## src/verilog/cpu_status_map.svh

```systemverilog
`ifndef CPU_STATUS_MAP_SVH
`define CPU_STATUS_MAP_SVH

// register byte offsets on the AXI4-Lite slave
`define STATUS_WORD_OFS 8'h00
`define CORE_CTRL_OFS 8'h04
`define NEST_CTRL_OFS 8'h08
// status word field positions
`define HALF_CARRY_POS 8
`define PRIO_MSB 7
`define PRIO_LSB 5
// core control field positions
`define PRIO_EXT_POS 3
// nesting control field positions
`define NEST_DIS_POS 15
// reset values and the all-ones priority mask
`define STATUS_WORD_RST 16'h0000
`define PRIO_RST 3'h0
`define PRIO_ALL_MASK 3'h7
// axi responses
`define RESP_OKAY 2'h0
`define RESP_SLVERR 2'h2

`endif

```

## src/verilog/cpu_status_pkg.sv

```systemverilog
package cpu_status_pkg;
    typedef enum logic [1:0] {
        SIZE_BYTE,
        SIZE_WORD
    } data_size_t;
    typedef enum logic {
        OP_ADD,
        OP_SUB
    } alu_op_t;
endpackage

```

## src/verilog/cpu_status_flags.sv

```systemverilog
// Our own choices: the placing of the registers and register access over AXI4-Lite.
`timescale 1ns/100ps
`include "cpu_status_map.svh"

////////////////////////////////////////////////////////////////////////////////
// What this block does
// RQ1 - The status word holds a readable three-bit priority field in bits 7 to 5 that resets to 0.
// RQ2 - The priority field is a plain binary level, 110 meaning six, 101 five, down to zero.
// RQ3 - Priority field all ones masks every user interrupt and lets only traps through.
// RQ4 - Bit 8 half carry is set on carry or borrow at bit 3 for bytes or bit 7 for words, else 0.
// RQ5 - The priority bits ignore writes while the nesting-disable bit is one.
// RQ6 - A read-only fourth priority bit in core control joins the field to form the level.
// RQ7 - Writable writes to the priority bits change the level used for interrupt masking.
module cpu_status_flags #(
    parameter int ADDR_W = 8
) (
    input wire logic SYS_CLK,
    input wire logic NRST,
    input wire logic [ADDR_W-1:0] AWADDR,
    input wire logic AWVALID,
    output logic AWREADY,
    input wire logic [31:0] WDATA,
    input wire logic [3:0] WSTRB,
    input wire logic WVALID,
    output logic WREADY,
    output logic [1:0] BRESP,
    output logic BVALID,
    input wire logic BREADY,
    input wire logic [ADDR_W-1:0] ARADDR,
    input wire logic ARVALID,
    output logic ARREADY,
    output logic [31:0] RDATA,
    output logic [1:0] RRESP,
    output logic RVALID,
    input wire logic RREADY,
    input wire logic ALU_VALID,
    input wire cpu_status_pkg::alu_op_t ALU_OP,
    input wire cpu_status_pkg::data_size_t ALU_SIZE,
    input wire logic [15:0] ALU_A,
    input wire logic [15:0] ALU_B,
    input wire logic ALU_CIN,
    input wire logic PRIO_LOAD,
    input wire logic [3:0] PRIO_LOAD_LEVEL,
    input wire logic [3:0] REQ_LEVEL,
    input wire logic REQ_TRAP,
    output logic [3:0] CPU_LEVEL,
    output logic USER_IRQ_MASKED,
    output logic TAKE_IRQ
);

////////////////////////////////////////////////////////////////////////////////
// state

logic [2:0] prio_q;
logic prio_ext_q;
logic half_carry_q;
logic nest_dis_q;
logic aw_held_q;
logic w_held_q;
logic [ADDR_W-1:0] awaddr_q;
logic [31:0] wdata_q;
logic [3:0] wstrb_q;
logic bvalid_q;
logic [1:0] bresp_q;
logic rvalid_q;
logic [31:0] rdata_q;
logic [1:0] rresp_q;

////////////////////////////////////////////////////////////////////////////////
// functions

// carry into the nibble or byte boundary: bit 4 (byte) or bit 8 (word) of the
// partial sum, which covers borrow as well since subtract is add of complement
function automatic logic half_carry(input cpu_status_pkg::alu_op_t op,
                                    input cpu_status_pkg::data_size_t sz,
                                    input logic [15:0] a, input logic [15:0] b,
                                    input logic cin);
    logic [8:0] part;
    logic [7:0] bb;
    part = 9'h000;
    bb = (op == cpu_status_pkg::OP_SUB) ? ~b[7:0] : b[7:0];
    if (sz == cpu_status_pkg::SIZE_BYTE) begin
        part = {5'h00, a[3:0]} + {5'h00, bb[3:0]} + {8'h00, cin};
        half_carry = part[4];
    end else begin
        part = {1'b0, a[7:0]} + {1'b0, bb} + {8'h00, cin};
        half_carry = part[8];
    end
    // on subtract a clear carry out means a borrow came in
    if (op == cpu_status_pkg::OP_SUB) begin
        half_carry = ~half_carry;
    end
endfunction

function automatic logic [31:0] read_mux(input logic [ADDR_W-1:0] addr, input logic [2:0] prio,
                                         input logic ext, input logic hc, input logic nd);
    read_mux = 32'h0000_0000;
    case (addr[7:0])
        `STATUS_WORD_OFS: begin
            read_mux[`HALF_CARRY_POS] = hc;
            read_mux[`PRIO_MSB:`PRIO_LSB] = prio; // see RQ1
        end
        `CORE_CTRL_OFS: begin
            read_mux[`PRIO_EXT_POS] = ext;
        end
        `NEST_CTRL_OFS: begin
            read_mux[`NEST_DIS_POS] = nd;
        end
        default: begin
            read_mux = 32'h0000_0000;
        end
    endcase
endfunction

function automatic logic addr_ok(input logic [ADDR_W-1:0] addr);
    addr_ok = (addr[7:0] == `STATUS_WORD_OFS) || (addr[7:0] == `CORE_CTRL_OFS) ||
              (addr[7:0] == `NEST_CTRL_OFS);
endfunction

////////////////////////////////////////////////////////////////////////////////
// write channel: address and data taken in either order, response after both

logic wr_go;
logic [ADDR_W-1:0] wr_addr;
logic [31:0] wr_data;
logic [3:0] wr_strb;

assign AWREADY = ~aw_held_q & ~bvalid_q;
assign WREADY = ~w_held_q & ~bvalid_q;
assign wr_addr = aw_held_q ? awaddr_q : AWADDR;
assign wr_data = w_held_q ? wdata_q : WDATA;
assign wr_strb = w_held_q ? wstrb_q : WSTRB;
assign wr_go = (aw_held_q | (AWVALID & AWREADY)) & (w_held_q | (WVALID & WREADY)) & ~bvalid_q;

always_ff @(posedge SYS_CLK) begin
    if (!NRST) begin
        aw_held_q <= 1'b0;
        awaddr_q <= '0;
    end else if (wr_go) begin
        aw_held_q <= 1'b0;
    end else if (AWVALID & AWREADY) begin
        aw_held_q <= 1'b1;
        awaddr_q <= AWADDR;
    end
end

always_ff @(posedge SYS_CLK) begin
    if (!NRST) begin
        w_held_q <= 1'b0;
        wdata_q <= 32'h0000_0000;
        wstrb_q <= 4'h0;
    end else if (wr_go) begin
        w_held_q <= 1'b0;
    end else if (WVALID & WREADY) begin
        w_held_q <= 1'b1;
        wdata_q <= WDATA;
        wstrb_q <= WSTRB;
    end
end

always_ff @(posedge SYS_CLK) begin
    if (!NRST) begin
        bvalid_q <= 1'b0;
        bresp_q <= `RESP_OKAY;
    end else if (wr_go) begin
        bvalid_q <= 1'b1;
        bresp_q <= addr_ok(wr_addr) ? `RESP_OKAY : `RESP_SLVERR;
    end else if (BREADY) begin
        bvalid_q <= 1'b0;
    end
end

assign BVALID = bvalid_q;
assign BRESP = bresp_q;

////////////////////////////////////////////////////////////////////////////////
// status word and control bits

logic sw_wr;
logic nd_wr;
logic field_wr;
logic hc_wr;
logic nest_dis_d;
logic [2:0] prio_d;
logic prio_ext_d;
logic half_carry_d;

assign sw_wr = wr_go && (wr_addr[7:0] == `STATUS_WORD_OFS);
assign nd_wr = wr_go && (wr_addr[7:0] == `NEST_CTRL_OFS) && wr_strb[1];
// the field sits in byte lane 0, the half carry in lane 1
assign field_wr = sw_wr && wr_strb[0] && !nest_dis_q; // see RQ5
assign hc_wr = sw_wr && wr_strb[1];

always_comb begin
    nest_dis_d = nest_dis_q;
    if (nd_wr) begin
        nest_dis_d = wr_data[`NEST_DIS_POS];
    end
end

// interrupt controller load wins over software, since it models entry/return
always_comb begin
    prio_d = prio_q;
    prio_ext_d = prio_ext_q;
    if (PRIO_LOAD) begin
        prio_d = PRIO_LOAD_LEVEL[2:0];
        prio_ext_d = PRIO_LOAD_LEVEL[3]; // see RQ6
    end else if (field_wr) begin
        prio_d = wr_data[`PRIO_MSB:`PRIO_LSB]; // see RQ7
    end
end

// alu update wins over a software write in the same cycle
always_comb begin
    half_carry_d = half_carry_q;
    if (ALU_VALID) begin
        half_carry_d = half_carry(ALU_OP, ALU_SIZE, ALU_A, ALU_B, ALU_CIN); // see RQ4
    end else if (hc_wr) begin
        half_carry_d = wr_data[`HALF_CARRY_POS];
    end
end

always_ff @(posedge SYS_CLK) begin
    if (!NRST) begin
        nest_dis_q <= 1'b0;
    end else begin
        nest_dis_q <= nest_dis_d;
    end
end

always_ff @(posedge SYS_CLK) begin
    if (!NRST) begin
        prio_q <= `PRIO_RST; // see RQ1
        prio_ext_q <= 1'b0;
    end else begin
        prio_q <= prio_d;
        prio_ext_q <= prio_ext_d;
    end
end

always_ff @(posedge SYS_CLK) begin
    if (!NRST) begin
        half_carry_q <= 1'b0;
    end else begin
        half_carry_q <= half_carry_d;
    end
end

////////////////////////////////////////////////////////////////////////////////
// priority level and masking

logic [3:0] level;
logic masked;

// plain binary: the level number is the extension bit above the field value
assign level = {prio_ext_q, prio_q}; // see RQ2 see RQ6
assign masked = prio_ext_q | (prio_q == `PRIO_ALL_MASK); // see RQ3
assign CPU_LEVEL = level;
assign USER_IRQ_MASKED = masked;
// unmasked user requests above the current level; traps always pass
assign TAKE_IRQ = REQ_TRAP | (~masked & (REQ_LEVEL > level)); // see RQ3 see RQ7

////////////////////////////////////////////////////////////////////////////////
// read channel

logic [31:0] rdata_d;
logic [1:0] rresp_d;
logic ar_hit;

assign ARREADY = ~rvalid_q;
assign ar_hit = ARVALID & ARREADY;

// unmapped offsets read as zero with an error response
always_comb begin
    rdata_d = rdata_q;
    rresp_d = rresp_q;
    if (ar_hit) begin
        rdata_d = read_mux(ARADDR, prio_q, prio_ext_q, half_carry_q, nest_dis_q);
        rresp_d = addr_ok(ARADDR) ? `RESP_OKAY : `RESP_SLVERR;
    end
end

always_ff @(posedge SYS_CLK) begin
    if (!NRST) begin
        rvalid_q <= 1'b0;
    end else if (ar_hit) begin
        rvalid_q <= 1'b1;
    end else if (RREADY) begin
        rvalid_q <= 1'b0;
    end
end

// data only moves on acceptance, so it stands while the answer waits
always_ff @(posedge SYS_CLK) begin
    if (!NRST) begin
        rdata_q <= 32'h0000_0000;
        rresp_q <= `RESP_OKAY;
    end else begin
        rdata_q <= rdata_d;
        rresp_q <= rresp_d;
    end
end

assign RVALID = rvalid_q;
assign RDATA = rdata_q;
assign RRESP = rresp_q;

endmodule

```

## config.mk

```make
export PLATFORM = sky130hd
export DESIGN_NAME = cpu_status_flags
export DESIGN_NICKNAME = d
export VERILOG_FILES = /design/src/verilog/cpu_status_pkg.sv /design/src/verilog/cpu_status_flags.sv
export VERILOG_INCLUDE_DIRS = /design/src /design/src/verilog
export SDC_FILE = /design/constraint.sdc
export NUM_CORES = 1
export LEC_CHECK = 0
export ABC_AREA = 0
export BUFFER_PORTS_ARGS = -buffer_cell sky130_fd_sc_hd__clkbuf_2
export CAP_MARGIN = 20
export CORE_MARGIN = 3
export CORE_UTILIZATION = 44
export CTS_CLUSTER_DIAMETER = 150
export DETAILED_ROUTE_END_ITERATION = 16
export PLACE_DENSITY = 0.86
export REMOVE_ABC_BUFFERS = 1
export SLEW_MARGIN = 25
export SYNTH_ARGS = -nofsm -noshare
export SYNTH_HDL_FRONTEND = slang
export SYNTH_SLANG_ARGS = --single-unit
```

## constraint.sdc

```tcl
create_clock -name SYS_CLK -period 4.7 [get_ports SYS_CLK]
set_input_delay 0 -clock SYS_CLK [delete_from_list [all_inputs] [get_ports SYS_CLK]]
set_output_delay 0 -clock SYS_CLK [all_outputs]
set_load 0.05 [all_outputs]
```

==> run_results.csv <==
group,metric,value,unit
power_and_ir_drop,netSwitchingFraction,0.355,
yosys,synth_area_leaders,"dfxtp_1 (31%), mux2i_1 (11%), buf_4 (10%)",
clock_tree,htreeDepth,2,
yosys,synth_top_family_by_area,"simple AND/OR/NAND/NOR gates",
timing,slew_violations,0,
yosys,synthMuxAreaShare,0.122,
yosys,synth_compound_area_frac,0.140,
setup_path,crit_chain,"inv_1 > ha_1 > a21o_1 > a211o_1 > a21o_1 > clkbuf_2",
power_and_ir_drop,p_clk_frac,0.268,
global_routing,grt_pass1_vias,1792,
final_layout,finish.net_count,453,
yosys,synthXorXnorAreaFrac,0.0367,
power_and_ir_drop,netSwitchingPower,0.273,mW
timing,max_slew_margin,0.407,
global_routing,antenna_found_initial,0,
timing,skew,0.00625,ns
run,max_cap_viol_count,0,
setup_path,critPathTopFamily,"compound AO/OA/AOI/OAI gates",
yosys,synth_fa_ha_area_frac,0.0698,
global_routing,gr-total-overflow,0,
final_layout,multi_input_area,0.00129,sq mm
global_routing,grt_pass1_wl,7270,um
placed_design,place_area,0.00246,sq mm
clock_tree,postCtsSetupBuffers,0,
yosys,ys_ff_latch,33,
min_path,hold_path_end,"awaddr_q[5]",
yosys,yosysTopAreaCell,"dfxtp_1",
placed_design,numPortBuffers,79,
timing,rsz0062_at_grt,"false",
clock_tree,cts_buffers,5,
yosys,synth_common_cells,"dfxtp_1 (33), nor2_1 (32), buf_4 (30), mux2i_1 (24)",
clock_tree,cts_buffer_depth,2,
final_layout,regArea,661,sq um
run_status,outcome,"complete, but fails checks",
global_routing,grt.total_usage,0.161,
setup_path,rr_worst_depth,5,
setup_path,timing.rr.start,"aw_held_q",
setup_path,arrival,1.87,ns
setup_path,critical_path_peak_fanout,4,
detailed_routing,vias,1893,
setup_path,cpPeakStageDelay,0.37,ns
timing,setup_violations,0,
power_and_ir_drop,comb_power_share,0.325,
setup_path,r2r_setup_slack,2.90,ns
setup_path,path_common_cell,"a21o_1",
detailed_routing,drt_iter0_markers,38,
yosys,syn_area_per_cell,8.74,sq um
floorplanning,die_area,0.00576,sq mm
yosys,yosys.cell_types.count,40,
timing,tns,0,ns
timing,period_share,0.398,
floorplanning,placementRows,24,
floorplanning,pin_count,153,
min_path,hold_path_class,"in2reg",
power_and_ir_drop,peakVddDrop,0.000160,V
floorplanning,start_util,0.474,
detailed_routing,final_antenna_net_count,0,
setup_path,crit_type,"reg2out",
floorplanning,die_width,75.9,um
setup_path,path_buf_inv,2,
detailed_routing,wl_per_cell,11.4,um
timing,period_needed,1.87,ns
setup_path,crit_path_top_delay_cell,"dfxtp_1",
final_layout,layout-drive-gt1-share,0.284,
yosys,yosysTopAreaCellShare,0.307,
placed_design,dp_hpwl,3710,um
setup_path,critPathRequiredTime,4.70,ns
timing,worst_slack,2.83,ns
clock_tree,cts.repair.resized,0,
min_path,holdPathStages,3,
placed_design,place_ws,2.87,ns
setup_path,rr_endpoint,"nest_dis_q",
final_layout,syn_to_final_growth,26.0,%
clock_tree,clockRootBuffer,"clkbuf_8",
floorplanning,die_h,75.9,um
global_routing,grt_start_max_net_pins,31,
timing,hold-worst-slack,-0.000920,ns
placed_design,gp_congestion,0.789,
run_status,violations,"hold timing",
yosys,yosys.area_share.simple,0.181,
yosys,yosysSeqAreaShare,0.307,
detailed_routing,wl,4570,um
yosys,ys.flop_type,"dfxtp_1",
timing,worst_pin_slew,0.889,ns
timing,max_clock_freq,534,MHz
clock_tree,cts_tree,"built",
setup_path,endpoint_kind,"output pin",
clock_tree,cts_num_sinks,33,
min_path,holdCritStartpoint,"AWADDR[5]",
clock_tree,worstSkewPairLatency,0.27,ns
power_and_ir_drop,pwr-share-seq,0.407,
detailed_routing,drt-vias-per-instance,4.73,
floorplanning,core-area,0.00453,sq mm
timing,finalHoldViolCount,1,
power_and_ir_drop,p_leak,1.33,nW
yosys,synth_warnings,0,
final_layout,antenna_cells,0,
power_and_ir_drop,power_density,284,mW/mm^2
detailed_routing,dr.pass1.iters,4,
final_layout,fill_cells,407,
clock_tree,clk_pin_slew_worst_paths,0.06,ns
yosys,netlist_instances,246,
final_layout,fin_util,0.597,
final_layout,fin_area,0.00271,sq mm
yosys,syn_area,0.00215,sq mm
power_and_ir_drop,intPower,0.496,mW
yosys,async_flop_share,0,
yosys,synth_edf_count,0,
yosys,post-synth-top-count-cell,"dfxtp_1",
detailed_routing,drc,0,
setup_path,critical_path.startpoint_type,"flip-flop",
## worst min-delay path, delay by kind of cell
family / cells / cell delay (ns)
mux: 1 / 0.06
simple gates: 1 / 0.08
buf+inv: 1 / 0.09
## kinds of logic (layout without fill, tap and decap cells)
group | count (synthesis) | in the layout
AOI/OAI and AO/OA | 40 | 40
xor gates and xnor gates | 9 | 9
adders and majority gates | 12 | 12
buffers and inverters | 50 | 112
DFF | 33 | 33
muxes | 26 | 26
other | 1 | 28
and+or+nand+nor | 75 | 75
## metal layers
metal  GRT usage  vias to the layer above  share of wire
li1            -                      985              -
met1       0.163                      822           0.39
met2       0.321                       81           0.52
met3      0.0343                        5          0.080
met4      0.0466                        0          0.011
met5           0                        -              0
## flip-flops by register name (all words and copies together), names as in the netlist
register,flops
RVALID,1
awaddr_q,8
aw_held_q,1
wstrb_q,2
nest_dis_q,1
half_carry_q,1
wdata_q,5
RDATA,6
BRESP,1
prio_ext_q,1
BVALID,1
w_held_q,1
prio_q,3
RRESP,1
## cells in the final DEF (no fill, tap or decap), types with 6 or more instances in the layout
master and n:
dlygate4sd3_1 16, nor2_1 32, dfxtp_1 33, o21ai_0 6
clkbuf_8 6, ha_1 12, xor2_1 9, inv_1 9
a21oi_1 8, nand4_1 6, clkbuf_2 79, conb_1 28
mux2i_1 24, nand2_1 12
## how the worst max path moves through the flow
stage	depth (start not counted)	slack (ns)	endpoint	from
after floorplan	5	2.88	TAKE_IRQ	prio_q[2]
after global placement	5	2.93	nest_dis_q	aw_held_q
after detailed placement	5	2.87	nest_dis_q	aw_held_q
after CTS	6	2.81	TAKE_IRQ	prio_q[2]
after global routing	5	2.72	nest_dis_q	aw_held_q
final	6	2.83	TAKE_IRQ	prio_q[2]
## power groups by stage
| stage | Sequential, mW | Combinational (mW) | Clock (mW) |
|---|---|---|---|
| floorplan | 0.337 | 0.157 | 0 |
| global placement | 0.319 | 0.233 | 0 |
| detailed placement | 0.319 | 0.240 | 0 |
| CTS | 0.314 | 0.251 | 0.211 |
| global route | 0.316 | 0.273 | 0.225 |
| finish | 0.313 | 0.250 | 0.206 |
## timing repair
action / in CTS / in global routing
endpoints found under the setup margin: 0 / 0
hold buffers: 16 / 0
hold endpoints to repair: 15 / 0
## final cells by class
cell class / count / share of cell area
clock buffers: 7 / 0.0319
flip-flops and latches: 33 / 0.244
repair buffers: 95 / 0.205
inverters: 10 / 0.0139
well taps: 65 / 0.0300
multi-input cells: 190 / 0.475
## metrics by stage
step                instances  power, mW
finish                    400      0.770
global route              400      0.814
CTS                       400      0.776
detailed placement        377      0.559
global placement          377      0.552
floorplan                 233      0.494
No activity file was read; power rests on OpenSTA's default activity.
